===== config.mk =====
export PLATFORM = sky130hd
export DESIGN_NAME = ccr_top
export DESIGN_NICKNAME = d
export VERILOG_FILES = /design/src/hw/ccr_pkg.sv /design/src/hw/ccr_top.sv
export VERILOG_INCLUDE_DIRS = /design/src /design/src/hw
export SDC_FILE = /design/constraint.sdc
export NUM_CORES = 1
export LEC_CHECK = 0
export BUFFER_PORTS_ARGS = -buffer_cell sky130_fd_sc_hd__buf_4
export CORE_UTILIZATION = 44
export CTS_CLUSTER_DIAMETER = 40
export CTS_CLUSTER_SIZE = 40
export DETAILED_ROUTE_END_ITERATION = 12
export PLACE_DENSITY = 0.79
export SETUP_SLACK_MARGIN = 0.02
export SLEW_MARGIN = 20
export SYNTH_ARGS = -nofsm -noshare
export SYNTH_HDL_FRONTEND = slang
export SYNTH_SLANG_ARGS = --single-unit

===== constraint.sdc =====
create_clock -name hclk -period 2.25 [get_ports hclk]
set_clock_uncertainty 0.05 [all_clocks]
set_input_delay 0.225 -clock hclk [delete_from_list [all_inputs] [get_ports hclk]]
set_output_delay 0.225 -clock hclk [all_outputs]
set_load 0.1 [all_outputs]

===== src/hw/ccr_consts.svh =====
// Register map, field positions, reset values and timing figures of the clock and reset control.
`ifndef CCR_CONSTS_SVH
`define CCR_CONSTS_SVH

// ----------------------------------------------------------------------------
// Register byte addresses (low twelve address bits are decoded)
// ----------------------------------------------------------------------------
`define CCR_ADDR_CLKCTL   12'h0d4
`define CCR_ADDR_BTCTL    12'h0d8
`define CCR_ADDR_MODE     12'h0dc
`define CCR_ADDR_STATUS   12'h0e0

// ----------------------------------------------------------------------------
// Reset values
// ----------------------------------------------------------------------------
`define CCR_CLKCTL_RST    8'h00
`define CCR_BTCTL_RST     8'h00

// ----------------------------------------------------------------------------
// Clock control fields
// ----------------------------------------------------------------------------
`define CCR_WAKE_BIT      7
`define CCR_STOP_HI       6
`define CCR_STOP_LO       5
`define CCR_DIV_HI        4
`define CCR_DIV_LO        3
`define CCR_SIG_HI        2
`define CCR_SIG_LO        0
`define CCR_STOP_CODE     2'b10
`define CCR_STOP_NONE     2'b00
`define CCR_SIG_BAD       3'b101
`define CCR_DIV_16        2'b00
`define CCR_DIV_8         2'b01
`define CCR_DIV_2         2'b10
`define CCR_DIV_1         2'b11

// ----------------------------------------------------------------------------
// Basic timer control fields
// ----------------------------------------------------------------------------
`define CCR_WDT_HI        7
`define CCR_WDT_LO        4
`define CCR_WDT_OFF       4'b1010
`define CCR_STAB_HI       3
`define CCR_STAB_LO       2
`define CCR_BT_CLR_BIT    1

// ----------------------------------------------------------------------------
// Mode register bits and misc figures
// ----------------------------------------------------------------------------
`define CCR_MODE_IDLE_BIT 0
`define CCR_MODE_STOP_BIT 1
`define CCR_RESET_VECTOR  16'h0100
`define CCR_FILT_DEFAULT  8

`endif


===== src/hw/ccr_pkg.sv =====
// Types shared by the clock and reset control.
package ccr_pkg;

	typedef enum logic [1:0] {
		CCR_ST_STAB,
		CCR_ST_RUN,
		CCR_ST_IDLE,
		CCR_ST_STOP
	} ccr_state_t;

	typedef logic [1:0] ccr_div_t;

endpackage


===== src/hw/ccr_top.sv =====
// Clock divider, power-down, reset sequence and watchdog of the CPU, with an AHB-Lite slave.
//
// Notes on behaviour
// - Divider field 00,01,10,11 gives oscillator /16, /8, /2, /1 CPU clock.
// - Wake bit 0 lets external interrupts release stop; 1 blocks them.
// - Oscillator stop field halts oscillator only on code 10.
// - Signature field resets to 000; value 101 must never be written.
// - After reset: wake enabled, oscillator running, CPU clock oscillator /16.
// - Stop halts oscillator; only reset or filtered external interrupt ends it.
// - Idle gates CPU clock but keeps peripherals and interrupts clocked.
// - Idle ends on reset or any interrupt, restoring CPU clock.
// - Filtered wake interrupt pins are the only stop wake-up sources.
// - Reset input is synchronised to the clock before use.
// - Reset during operation returns every control register to default.
// - All interrupts are disabled during reset.
// - Watchdog is enabled by reset.
// - Ports 0 to 3 are inputs during reset.
// - Program counter loads reset vector 0100 on reset.
// - First fetch waits until the stabilisation interval has elapsed.
// - Basic timer overflow after stabilisation causes system reset unless watchdog disabled.
// - Upper nibble 1010 of basic timer control disables the watchdog.
// - Stop halts CPU and system clock, keeping control register contents; basic timer prescaler and counter clear.
`timescale 1ns/1ps
`include "ccr_consts.svh"

module ccr_top #(
	parameter int FILT_LEN = `CCR_FILT_DEFAULT
) (
	input  wire logic             hclk,         // Oscillator clock.
	input  wire logic             hresetn,      // Asynchronous reset, active low.
	input  wire logic             hsel,         // Slave select.
	input  wire logic [31:0]      haddr,        // Byte address.
	input  wire logic [1:0]       htrans,       // Transfer type.
	input  wire logic             hwrite,       // Write when high.
	input  wire logic [2:0]       hsize,        // Transfer size.
	input  wire logic [31:0]      hwdata,       // Write data.
	input  wire logic             hready,       // Bus ready.
	output logic      [31:0]      hrdata,       // Read data.
	output logic                  hreadyout,    // Slave ready.
	output logic                  hresp,        // Slave response.
	input  wire logic             reset_pin_n,  // Reset input pin, active low.
	input  wire logic [2:0]       wake_interrupt_pins, // External interrupt pins.
	input  wire logic             int_irq,      // Internal interrupt request.
	output logic                  osc_run,      // Main oscillator running.
	output logic                  cpu_clk_en,   // CPU clock enable pulse.
	output logic                  periph_clk_en, // Peripheral clock enable.
	output logic                  sys_rst_n,    // System reset, active low.
	output logic                  int_disable,  // Interrupts disabled.
	output logic                  port_input_mode, // Ports forced to input.
	output logic                  pc_load,      // Program counter load pulse.
	output logic      [15:0]      pc_vector,    // Program counter load value.
	output logic                  fetch_en,     // Instruction fetch allowed.
	output logic                  wdt_enabled   // Watchdog armed.
);
	import ccr_pkg::*;

	if (FILT_LEN < 1 || FILT_LEN > 255) begin : g_chk
		$error("FILT_LEN must lie between 1 and 255");
	end

	// ------------------------------------------------------------------------
	// Helper functions
	// ------------------------------------------------------------------------
	function automatic logic [3:0] div_limit(input ccr_div_t sel);
		case (sel)
			`CCR_DIV_16: div_limit = 4'hf;
			`CCR_DIV_8:  div_limit = 4'h7;
			`CCR_DIV_2:  div_limit = 4'h1;
			default:     div_limit = 4'h0;
		endcase
	endfunction

	function automatic logic bt_tick(input logic [1:0] sel, input logic [11:0] p);
		case (sel)
			2'b00:   bt_tick = &p;
			2'b01:   bt_tick = &p[9:0];
			2'b10:   bt_tick = &p[6:0];
			default: bt_tick = &p[3:0];
		endcase
	endfunction

	// ------------------------------------------------------------------------
	// Reset pin synchroniser and internal synchronous reset
	// ------------------------------------------------------------------------
	logic rst_meta_q;
	logic rst_sync_q;
	logic wdt_fire_q;
	logic srst;

	always_ff @(posedge hclk or negedge hresetn) begin
		if (!hresetn) begin
			rst_meta_q <= 1'b0;
			rst_sync_q <= 1'b0;
		end else begin
			rst_meta_q <= reset_pin_n;
			rst_sync_q <= rst_meta_q;
		end
	end

	assign srst = !rst_sync_q || wdt_fire_q;

	// ------------------------------------------------------------------------
	// AHB-Lite slave
	// ------------------------------------------------------------------------
	logic        ap_wr_q;
	logic [11:0] ap_addr_q;
	logic [31:0] hrdata_q;
	logic [31:0] rdata;
	logic        take;
	logic        wr_clk;
	logic        wr_bt;
	logic        wr_mode;

	logic [7:0]  clkctl_q;
	logic [7:0]  btctl_q;
	logic [7:0]  bt_cnt_q;
	logic [11:0] presc_q;
	ccr_state_t  st_q;

	assign take    = hsel && htrans[1] && hready;
	assign wr_clk  = ap_wr_q && ap_addr_q == `CCR_ADDR_CLKCTL;
	assign wr_bt   = ap_wr_q && ap_addr_q == `CCR_ADDR_BTCTL;
	assign wr_mode = ap_wr_q && ap_addr_q == `CCR_ADDR_MODE;

	always_comb begin
		case (haddr[11:0])
			`CCR_ADDR_CLKCTL: rdata = {24'h0, clkctl_q};
			`CCR_ADDR_BTCTL:  rdata = {24'h0, btctl_q};
			`CCR_ADDR_STATUS: rdata = {16'h0, bt_cnt_q, 5'h0, osc_run, st_q};
			default:          rdata = 32'h0;
		endcase
	end

	always_ff @(posedge hclk or negedge hresetn) begin
		if (!hresetn) begin
			ap_wr_q   <= 1'b0;
			ap_addr_q <= 12'h0;
			hrdata_q  <= 32'h0;
		end else begin
			ap_wr_q   <= take && hwrite;
			ap_addr_q <= haddr[11:0];
			hrdata_q  <= (take && !hwrite) ? rdata : 32'h0;
		end
	end

	assign hrdata    = hrdata_q;
	assign hreadyout = 1'b1;
	assign hresp     = 1'b0;

	// ------------------------------------------------------------------------
	// Noise filter on the wake interrupt pins
	// ------------------------------------------------------------------------
	logic [7:0] filt_cnt_q;
	logic       wake_ext;

	always_ff @(posedge hclk or negedge hresetn) begin
		if (!hresetn) begin
			filt_cnt_q <= 8'h0;
		end else if (!(|wake_interrupt_pins)) begin
			filt_cnt_q <= 8'h0;
		end else if (filt_cnt_q != 8'(FILT_LEN)) begin
			filt_cnt_q <= filt_cnt_q + 8'h1;
		end
	end

	assign wake_ext = filt_cnt_q == 8'(FILT_LEN);

	// ------------------------------------------------------------------------
	// Power state machine
	// ------------------------------------------------------------------------
	logic stop_req;
	logic wake_ok;
	logic stab_done;

	assign stop_req = (wr_clk && hwdata[`CCR_STOP_HI:`CCR_STOP_LO] == `CCR_STOP_CODE)
		|| (wr_mode && hwdata[`CCR_MODE_STOP_BIT]);
	assign wake_ok  = wake_ext && !clkctl_q[`CCR_WAKE_BIT];

	always_ff @(posedge hclk or negedge hresetn) begin
		if (!hresetn) begin
			st_q <= CCR_ST_STAB;
		end else if (srst) begin
			st_q <= CCR_ST_STAB;
		end else begin
			case (st_q)
				CCR_ST_STAB: begin
					if (stab_done) begin
						st_q <= CCR_ST_RUN;
					end
				end
				CCR_ST_RUN: begin
					if (stop_req) begin
						st_q <= CCR_ST_STOP;
					end else if (wr_mode && hwdata[`CCR_MODE_IDLE_BIT]) begin
						st_q <= CCR_ST_IDLE;
					end
				end
				CCR_ST_IDLE: begin
					if (int_irq || (|wake_interrupt_pins)) begin
						st_q <= CCR_ST_RUN;
					end
				end
				CCR_ST_STOP: begin
					if (wake_ok) begin
						st_q <= CCR_ST_STAB;
					end
				end
				default: st_q <= CCR_ST_STAB;
			endcase
		end
	end

	// ------------------------------------------------------------------------
	// Clock control register
	// ------------------------------------------------------------------------
	always_ff @(posedge hclk or negedge hresetn) begin
		if (!hresetn) begin
			clkctl_q <= `CCR_CLKCTL_RST;
		end else if (srst) begin
			clkctl_q <= `CCR_CLKCTL_RST;
		end else if (wr_clk) begin
			clkctl_q[7:3] <= hwdata[7:3];
			if (hwdata[`CCR_SIG_HI:`CCR_SIG_LO] != `CCR_SIG_BAD) begin
				clkctl_q[`CCR_SIG_HI:`CCR_SIG_LO] <= hwdata[`CCR_SIG_HI:`CCR_SIG_LO];
			end
		end else if (st_q == CCR_ST_STOP && wake_ok) begin
			clkctl_q[`CCR_STOP_HI:`CCR_STOP_LO] <= `CCR_STOP_NONE;
		end
	end

	// ------------------------------------------------------------------------
	// Basic timer control, prescaler and counter
	// ------------------------------------------------------------------------
	logic tick;
	logic bt_ovf;
	logic wdt_on;

	assign tick   = bt_tick(btctl_q[`CCR_STAB_HI:`CCR_STAB_LO], presc_q);
	assign bt_ovf = tick && bt_cnt_q == 8'hff;
	assign wdt_on = btctl_q[`CCR_WDT_HI:`CCR_WDT_LO] != `CCR_WDT_OFF;
	assign stab_done = bt_ovf;

	always_ff @(posedge hclk or negedge hresetn) begin
		if (!hresetn) begin
			btctl_q <= `CCR_BTCTL_RST;
		end else if (srst) begin
			btctl_q <= `CCR_BTCTL_RST;
		end else if (wr_bt) begin
			btctl_q <= {hwdata[7:2], 2'b00};
		end
	end

	// The prescaler and counter are held at zero while the oscillator is stopped.
	always_ff @(posedge hclk or negedge hresetn) begin
		if (!hresetn) begin
			presc_q <= 12'h0;
		end else if (srst || st_q == CCR_ST_STOP) begin
			presc_q <= 12'h0;
		end else begin
			presc_q <= presc_q + 12'h1;
		end
	end

	always_ff @(posedge hclk or negedge hresetn) begin
		if (!hresetn) begin
			bt_cnt_q <= 8'h0;
		end else if (srst || st_q == CCR_ST_STOP) begin
			bt_cnt_q <= 8'h0;
		end else if (wr_bt && hwdata[`CCR_BT_CLR_BIT]) begin
			bt_cnt_q <= 8'h0;
		end else if (tick) begin
			bt_cnt_q <= bt_cnt_q + 8'h1;
		end
	end

	// Overflow fires the watchdog only once the stabilisation wait is over.
	always_ff @(posedge hclk or negedge hresetn) begin
		if (!hresetn) begin
			wdt_fire_q <= 1'b0;
		end else if (srst) begin
			wdt_fire_q <= 1'b0;
		end else begin
			wdt_fire_q <= bt_ovf && wdt_on
				&& (st_q == CCR_ST_RUN || st_q == CCR_ST_IDLE);
		end
	end

	// ------------------------------------------------------------------------
	// CPU clock divider
	// ------------------------------------------------------------------------
	logic [3:0] div_cnt_q;
	logic       cpu_en_q;
	logic [3:0] lim;

	assign lim = div_limit(clkctl_q[`CCR_DIV_HI:`CCR_DIV_LO]);

	always_ff @(posedge hclk or negedge hresetn) begin
		if (!hresetn) begin
			div_cnt_q <= 4'h0;
			cpu_en_q  <= 1'b0;
		end else if (srst || st_q != CCR_ST_RUN) begin
			div_cnt_q <= 4'h0;
			cpu_en_q  <= 1'b0;
		end else if (div_cnt_q >= lim) begin
			div_cnt_q <= 4'h0;
			cpu_en_q  <= 1'b1;
		end else begin
			div_cnt_q <= div_cnt_q + 4'h1;
			cpu_en_q  <= 1'b0;
		end
	end

	// ------------------------------------------------------------------------
	// Reset sequence outputs
	// ------------------------------------------------------------------------
	logic srst_d1_q;
	logic pc_load_q;
	logic rst_out_q;
	logic fetch_q;
	logic osc_q;

	always_ff @(posedge hclk or negedge hresetn) begin
		if (!hresetn) begin
			srst_d1_q <= 1'b1;
			pc_load_q <= 1'b0;
			rst_out_q <= 1'b0;
			fetch_q   <= 1'b0;
			osc_q     <= 1'b1;
		end else begin
			srst_d1_q <= srst;
			pc_load_q <= srst_d1_q && !srst;
			rst_out_q <= !srst;
			fetch_q   <= !srst && st_q == CCR_ST_RUN && !stop_req;
			osc_q     <= srst || st_q != CCR_ST_STOP;
		end
	end

	assign cpu_clk_en      = cpu_en_q;
	assign osc_run         = osc_q;
	assign periph_clk_en   = osc_q;
	assign sys_rst_n       = rst_out_q;
	assign int_disable     = !rst_out_q;
	assign port_input_mode = !rst_out_q;
	assign pc_load         = pc_load_q;
	assign pc_vector       = `CCR_RESET_VECTOR;
	assign fetch_en        = fetch_q;
	assign wdt_enabled     = wdt_on;

endmodule


Word-level counts from Yosys, hierarchy flattened

Cells that the tools add are included.

Add/subtract/negate cells: 4
Mux-type cells: 30
$lt $le $gt $ge: 1
Equality and inequality tests: 26
Reductions and logical operators: 47

Operators by type and width:

| operator                | count |
|---|---|
| $eq A12 B8 Y1 const B   | 6 |
| $mux W8                 | 8 |
| $pmux W16 S3            | 1 |
| $mux W32                | 1 |
| $logic_and A1 B1 Y1     | 19 |
| $add A8 B1 Y8 const B   | 2 |
| $mux W2                 | 8 |
| $add A12 B1 Y12 const B | 1 |
| $mux W12                | 1 |
| $ne A3 B3 Y1 const B    | 4 |
| $pmux W4 S3             | 1 |
| $reduce_and A12 Y1      | 1 |
| $eq A2 B2 Y1 const B    | 5 |
| $reduce_and A10 Y1      | 1 |
| $eq A8 B4 Y1 const B    | 1 |
| $eq A8 B8 Y1 const B    | 1 |
| $mux W4                 | 2 |
| $ne A4 B4 Y1 const B    | 2 |
| $ne A8 B4 Y1 const B    | 1 |
| $pmux W2 S4             | 1 |
| $reduce_and A4 Y1       | 2 |
| $logic_or A1 B1 Y1      | 7 |
| $reduce_and A7 Y1       | 1 |
| $eq A2 B1 Y1 const B    | 3 |
| other kinds (14)        | 28 |

Logic and storage cells: 129
Register bits: 104
Output and inout bits: 59
Input port bits: 79

Logic depth before layout (Yosys ltp)

Gate-level depths: netlist of the first run.

Depth after elaboration: 7
Gate-level depth with buffers: 7
Mapped depth without buffers: 7

Least setup slack after synthesis of the first run

No wires, ideal clock.

Kind: register to output
Start point: register rst_out_q, in the netlist sys_rst_n
End point: output port port_input_mode
Path slack: -0.031 ns
Buffers on the path: 1
Data required time: 1.975 ns
Arrival time: 2.006 ns
Cell stages (with the launch flop): 3
Cell sequence: dfrtp_1 -> inv_1 -> buf_4

Word-level cells in the longest chain between the ends: 1

Ends and longest elaborated chain:

| item                   | line           | text |
|---|---|---|
| start, declared        | ccr_top.sv:318 | `logic rst_out_q;` |
| start signal, assigned | ccr_top.sv:332 | `rst_out_q <= !srst;` |
| $logic_not A1 Y1       | --             |  |
| end, declared          | ccr_top.sv:49  | `output logic port_input_mode,` |

Every way passes these cells.

Worst setup path in the final report of the first run

Start point: register ap_addr_q[1]
End point: register btctl_q[3]

Word-level cells in the longest chain between the ends: 3

Ends and longest elaborated chain:

| item                                 | line           | text |
|---|---|---|
| start, declared                      | ccr_top.sv:106 | `logic [11:0] ap_addr_q;` |
| start signal, assigned               | ccr_top.sv:141 | `ap_addr_q <= haddr[11:0];` |
| $eq A12 B8 Y1 (no source line)       | --             |  |
| $logic_and A1 B1 Y1 (no source line) | --             |  |
| $reduce_bool A2 Y1 (no source line)  | --             |  |
| end signal, assigned                 | ccr_top.sv:245 | `` btctl_q <= `CCR_BTCTL_RST; `` |
| end signal, assigned                 | ccr_top.sv:247 | `` btctl_q <= `CCR_BTCTL_RST; `` |
| end signal, assigned                 | ccr_top.sv:249 | `btctl_q <= {hwdata[7:2], 2'b00};` |
| end, declared                        | ccr_top.sv:115 | `logic [7:0] btctl_q;` |

Every way passes these cells.
A chain may end at the register's enable or synchronous reset.

==> impl_results.md, run 1 <==
* Number of buffers added on ports at 55
* Hold depth at 3
* Maximum fanout encountered on the critical timing path at 6
* Iteration count of the initial detailed-routing pass at 4
* Boundary pin count at 138
* Sequential fraction of the synthesis area at 52.5%
* Count of cell types in the netlist at 50
* Chain of cells forming the critical path: or4b_4 -> nor3_4 -> nand3b_1 -> buf_4 -> mux2i_1 -> nor2_1
* CP Data Required Time at 2.45 ns
* Final weighted congestion in routability-driven placement at 0.801
* Largest cells by area after synthesis: sky130_fd_sc_hd__dfrtp_1 51%, sky130_fd_sc_hd__buf_4 6.6%, sky130_fd_sc_hd__nor2_1 5.0%, sky130_fd_sc_hd__ha_1 4.0%, sky130_fd_sc_hd__xor2_1 3.2%
* Net count of the finished layout at 551
* DPL Wire Length at 5740 µm
* Cell at the root of the clock tree: sky130_fd_sc_hd__clkbuf_8
* Buffers inserted during post-CTS setup optimization at 0
* Avg Cell Area, Syn at 10.8 µm²
* Placement row count at 34
* Warning count from the yosys run at 0
* Number of instances in the synthesized netlist at 379
* Critical path buffers and inverters at 1
* Maximum vdd drop at 0.315 mV
* Min Clock Period, post-route at 2.11 ns
* Synth Cell Area at 4110 µm²
* DRC Markers at 0
* Primary flip-flop cell chosen by synthesis mapping: sky130_fd_sc_hd__dfrtp_1
* Launching element of the worst setup path: ap_addr_q[1]
* Depth of the most critical reg-to-reg path at 6
* Buffer levels on the longest clock path at 2
* Met1 demand-to-capacity share in global routing at 21.9%
* Die width at 98.6 µm
* Violation count after the first detailed-routing iteration at 146
* Critical-path cell with the highest stage delay: sky130_fd_sc_hd__or4b_4
* Number of gates on the worst path with buffers counted at 6
* RSZ-0062 raised after global routing: no
* Synth Register Bits at 86
* Vias in the first global route at 2854
* Clock tree from TritonCTS: built
* Final Core Density at 55.2%
* GR Overflow Total at 0
* Critical Path End Type: flop
* Crit Path Category: flop to flop
* Layout cell share with drive strength beyond 1 at 21.1%
* Clock H-tree levels at 3
* Per-cell routed wire length at 14.1 µm
* Max frequency at 474 MHz
* Crit path largest cell delay at 0.55 ns
* Core outline area at 8890 µm²
* Startpoint type of the worst setup path: flop
* Overall die height at 98.6 µm
* Count of pins over their slew limit at 0
* Leakage power summed over all cells at 2.46 nW
* Antenna diode count at 0
* Final period util at 93.8%
* R2r endpoint: btctl_q[3]
* Routed wire length at 8060 µm
* Commonest cells after routing, fill and taps aside: 83 x sky130_fd_sc_hd__dfrtp_1, 65 x sky130_fd_sc_hd__buf_4, 55 x sky130_fd_sc_hd__nor2_1, 34 x sky130_fd_sc_hd__conb_1
* Class of the tightest hold or removal check: primary input to flop
* Clock edge transition at the registers on the reported setup and hold paths at 0.10 ns
* Reg2reg start: ap_addr_q[1]
* Global router's overall resource usage at 17.9%
* Setup Total Neg Slack at 0 ns
* Cell type with the highest aggregate area in the netlist: sky130_fd_sc_hd__dfrtp_1
* Sequential Area at 2160 µm²
* Most common library cell in the layout ignoring fill and taps: sky130_fd_sc_hd__dfrtp_1
* Post-detailed-route count of antenna-violating nets at 0
* Worst path arrival time at 2.31 ns
* Fill cells at 742
* Vias per cell at 5.07
* Largest net degree at the start of global routing at 48
* Most heavily used metal layer in global routing: met2
* Cell family with the largest share of critical-path delay: simple AND/OR/NAND/NOR gates
* Worst slew margin relative to its limit at 62.0%
* Routing usage on met3 at 2.70%
* Total clock sinks at 86
* Via total after detailed routing at 2899
* Worst Hold Endpoint: btctl_q[7]
* Count of flip-flops with a built-in enable after synthesis at 0
* Share of the synthesized area in the top cell type at 51.2%
* Starting Density at 46.2%
* Max capacitance violation total at 0
* Overall die area at 9720 µm²
* Routing usage on met2 at 31.4%
* Clock Latency Late Sink at 0.36 ns
* Antenna violations before repair at 0
* Cell Pwr Density at 674 nW/µm²
* Worst Max-Slew Pin Slew at 0.570 ns
* Layout-stage area growth over the synthesis result at 19.6%
* Count of endpoints failing hold in the final timing report at 0
* Endpoints failing setup at 0
* Flop-to-flop setup slack at 0.14 ns
* Number of buffers created by CTS at 9
* Result of the run: complete, no violations
* First-pass GRT wire length at 13600 µm
* Fraction of registers with async set/reset at 100%
* Area taken by multi-input logic gates at 1730 µm²
* HP Start: hwdata[7]
-- stage by stage --
stage                     instances  power [mW]  cell area (µm²)  hold slack [ns]  worst slack (ns)
after floorplan                 411        2.18             4230           -0.121             0.236
after detailed placement        542        2.29             4570            0.208             0.175
after global placement          542        2.27             4570            0.201             0.208
final                           572        3.31             4910           0.0585             0.140
after global routing            572        3.48             4910           0.0594            0.0343
after CTS                       572        3.33             4900           0.0501             0.161
-- cell usage after synthesis (all sizes together) (4+ instances only) --
cell	number
nor2	55
a21oi	13
buf	39
nand4b	4
mux2i	7
nand2b	5
inv	11
ha	13
and2	5
nand3	17
xor2	15
a22oi	7
clkbuf	4
xnor2	10
dfrtp	84
nand2	17
nand3b	5
and3	16
-- registers in the layout, summed over array words and instances, names as in the netlist, 2 cells and up --
| register | flops |
|---|---|
| ap_addr_q | 12 |
| bt_cnt_q | 8 |
| btctl_q | 6 |
| clkctl_q | 8 |
| div_cnt_q | 4 |
| filt_cnt_q | 8 |
| hrdata | 16 |
| presc_q | 12 |
| st_q | 2 |
-- kinds of logic (layout without fill, tap and decap cells) --
| group | after synthesis | in the layout | synth area share (%) |
|---|---|---|---|
| adders and majority gates | 13 | 13 | 3.96 |
| AOI/OAI and AO/OA | 43 | 43 | 7.65 |
| DFF | 86 | 86 | 52.5 |
| and+or+nand+nor | 148 | 148 | 20.3 |
| other | 2 | 34 | 0.183 |
| xor gates and xnor gates | 25 | 25 | 5.33 |
| muxes | 7 | 7 | 1.71 |
| buffers and inverters | 55 | 108 | 8.41 |
-- layer usage --
layer | wire (µm) | part of all wire, %
met5 | 0 | 0
met4 | 138 | 1.7
met3 | 301 | 3.7
met2 | 4000 | 50
met1 | 3610 | 45
-- worst register-to-register path, cell delays in order, from the launching register on --
cell                       delay, ns
sky130_fd_sc_hd__dfrtp_1        0.38
sky130_fd_sc_hd__or4b_4         0.55
sky130_fd_sc_hd__nor3_4         0.32
sky130_fd_sc_hd__nand3b_1       0.26
sky130_fd_sc_hd__buf_4          0.25
sky130_fd_sc_hd__mux2i_1        0.15
sky130_fd_sc_hd__nor2_1         0.05
-- layout make-up --
cell class              count  share of cell area, %
well taps                 108                   2.75
flip-flops and latches     86                   43.9
multi-input cells         270                   35.3
clock buffers              10                   2.80
repair buffers             80                   13.2
clock inverters             6                   1.05
inverters                  12                  0.994
-- worst max-delay path by stage --
stage / to
2_1_floorplan: wdt_fire_q
3_3_place_gp: btctl_q[3]
3_5_place_dp: btctl_q[3]
4_1_cts: btctl_q[3]
5_1_grt: btctl_q[5]
6_report: btctl_q[3]
-- power by group --
part / internal, mW / total (mW) / switching (mW)
logic: 0.167 / 0.607 / 0.440
registers: 1.61 / 1.68 / 0.0646
clock network: 0.447 / 1.03 / 0.580
total: 2.22 / 3.31 / 1.08
-- repair_timing --
action / CTS / global route
hold endpoints to repair: 58 / 0
resized for setup: 0 / 1
hold buffers: 14 / 0
setup endpoints to repair: 0 / 1
No activity file was read; power rests on OpenSTA's default activity.
==> inputs of run 2 (changes only) <==
Settings changed: PLACE_DENSITY 0.79 to 0.82.
Clock period 2.25 ns to 1.75 ns, I/O delays scaled along.
==> impl_results.md, run 2 (synthesis gave the netlist of run 1 again) <==
* Critical-path cell with the highest stage delay: sky130_fd_sc_hd__or4b_4
* Cell family with the largest share of critical-path delay: simple AND/OR/NAND/NOR gates
* Min Clock Period, post-route at 1.95 ns
* Via total after detailed routing at 3133
* Result of the run: finished with violations
* Iteration count of the initial detailed-routing pass at 4
* Overall die area at 9720 µm²
* Max capacitance violation total at 0
* Vias in the first global route at 3099
* Clock Latency Late Sink at 0.36 ns
* Design internal power at 2.90 mW
* Leakage power summed over all cells at 2.68 nW
* Clock H-tree levels at 3
* DRC Markers at 0
* DPL Wire Length at 6220 µm
* Final weighted congestion in routability-driven placement at 0.838
* GR Overflow Total at 0
* Switching power as a share of total power at 32.2%
* Net count of the finished layout at 590
* Maximum fanout encountered on the critical timing path at 3
* Buffer levels on the longest clock path at 2
* Crit Path Category: flop to flop
* Startpoint type of the worst setup path: flop
* Layout-stage area growth over the synthesis result at 29.0%
* Global router's overall resource usage at 18.8%
* Setup Total Neg Slack at -3.38 ns
* Clock edge transition at the registers on the reported setup and hold paths at 0.08 ns
* Core outline area at 8890 µm²
* Count of pins over their slew limit at 0
* Endpoints failing setup at 24
* Fraction of power consumed by the clock network at 28.3%
* Antenna violations before repair at 0
* First-pass GRT wire length at 14400 µm
* Routed wire length at 8580 µm
* Net load switching power at 1.38 mW
* Class of the tightest hold or removal check: primary input to flop
* Worst path arrival time at 2.15 ns
* Chain of cells forming the critical path: or4b_4 -> nor3_4 -> buf_6 -> o211ai_1 -> a32o_1 -> a31o_1
* Post-detailed-route count of antenna-violating nets at 0
* Violation count after the first detailed-routing iteration at 133
* Cell at the root of the clock tree: sky130_fd_sc_hd__clkbuf_8
* Count of endpoints failing hold in the final timing report at 0
* CP Data Required Time at 1.95 ns
* Starting Density at 46.2%
* Overall die height at 98.6 µm
* Crit path largest cell delay at 0.54 ns
* Total clock sinks at 86
* Final Core Density at 59.6%
* Number of buffers added on ports at 55
* Commonest cells after routing, fill and taps aside: 99 x sky130_fd_sc_hd__buf_4, 83 x sky130_fd_sc_hd__dfrtp_1, 55 x sky130_fd_sc_hd__nor2_1, 34 x sky130_fd_sc_hd__conb_1
* Placement row count at 34
* Vias per cell at 5.13
* Cell Pwr Density at 807 nW/µm²
* Critical Path End Type: flop
* Final period util at 111%
* Boundary pin count at 138
* Logic pwr share at 22.2%
* Post-route worst setup slack at -0.198 ns
* RSZ-0062 raised after global routing: yes
* Antenna diode count at 0
* Per-cell routed wire length at 14.0 µm
* Violated checks: setup timing
* Most common library cell in the layout ignoring fill and taps: sky130_fd_sc_hd__buf_4
* Max frequency at 513 MHz
* Proportion of power drawn by flip-flops and latches at 49.5%
* Die width at 98.6 µm
* Critical path buffers and inverters at 1
* Max FFs per register at 16
* Number of buffers created by CTS at 9
* Maximum vdd drop at 0.328 mV
* Largest net degree at the start of global routing at 37
* Clock tree from TritonCTS: built
* Layout cell share with drive strength beyond 1 at 30.8%
[run 2: changes by cell type in the layout (fill, tap and decap cells not counted), sizes merged]
cell / delta
buf: +38
inv: -3
clkinv: +2
clkinvlp: +1
nand3b: +1
[run 2: worst min-delay path: stages]
cell                      delay, ns
sky130_fd_sc_hd__buf_4         0.09
sky130_fd_sc_hd__mux2i_1       0.05
sky130_fd_sc_hd__nor2_1        0.08
[run 2: final timing paths]
check / from / to / slack [ns] / depth (start not counted)
max: ap_addr_q[1] / st_q[0] / -0.20 / 6
min: hwdata[4] / btctl_q[4] / 0.03 / 3
max reg2reg: ap_addr_q[1] / st_q[0] / -0.20 / 6
min reg2reg: rst_meta_q / rst_sync_q / 0.34 / 0
max in group asynchronous: hresetn / osc_run / 0.92 / 3
min in group asynchronous: hresetn / ap_addr_q[9] / 0.18 / 2
[run 2: cell type report]
class                           instances  area [µm²]
Clock buffer                           10         128
Clock inverter                          6        38.8
Fill cell                             685        3590
Inverter                               12        48.8
Multi-Input combinational cell        271        1840
Sequential cell                        86        2160
Tap cell                              108         135
Timing Repair Buffer                  118         948
[run 2: repair_timing]
action,CTS,global route
hold endpoints to repair,97,0
gates resized for setup,12,13
endpoints found under the setup margin,26,32
gates cloned,1,0
hold buffers,14,0
pin swaps,15,11
buffers inserted,1,0
[run 2: per-layer routing]
layer	up-vias	GRT usage, %	part of all wire (%)
li1	1478	-	-
met1	1556	22.0	42
met2	88	32.9	52
met3	11	4.33	4.8
met4	0	8.50	1.0
met5	-	0	0
[run 2: power groups by stage]
stage / clock network, mW / registers, mW / logic, mW
2_1_floorplan: 0 / 2.19 / 0.616
3_3_place_gp: 0 / 2.15 / 0.889
3_5_place_dp: 0 / 2.15 / 0.914
4_1_cts: 1.23 / 2.11 / 0.947
5_1_grt: 1.33 / 2.13 / 1.02
6_report: 1.21 / 2.12 / 0.950
[run 2: stage by stage]
step	hold WS, ns	cell area, µm²	setup WS [ns]	std cells	power [mW]
3_3_place_gp	0.0273	4880	-0.177	579	3.04
5_1_grt	0.00915	5300	-0.258	611	4.47
4_1_cts	0.0123	5250	-0.180	611	4.30
3_5_place_dp	0.0290	4880	-0.219	579	3.07
2_1_floorplan	-0.171	4260	-0.166	411	2.81
6_report	0.0325	5300	-0.198	611	4.28
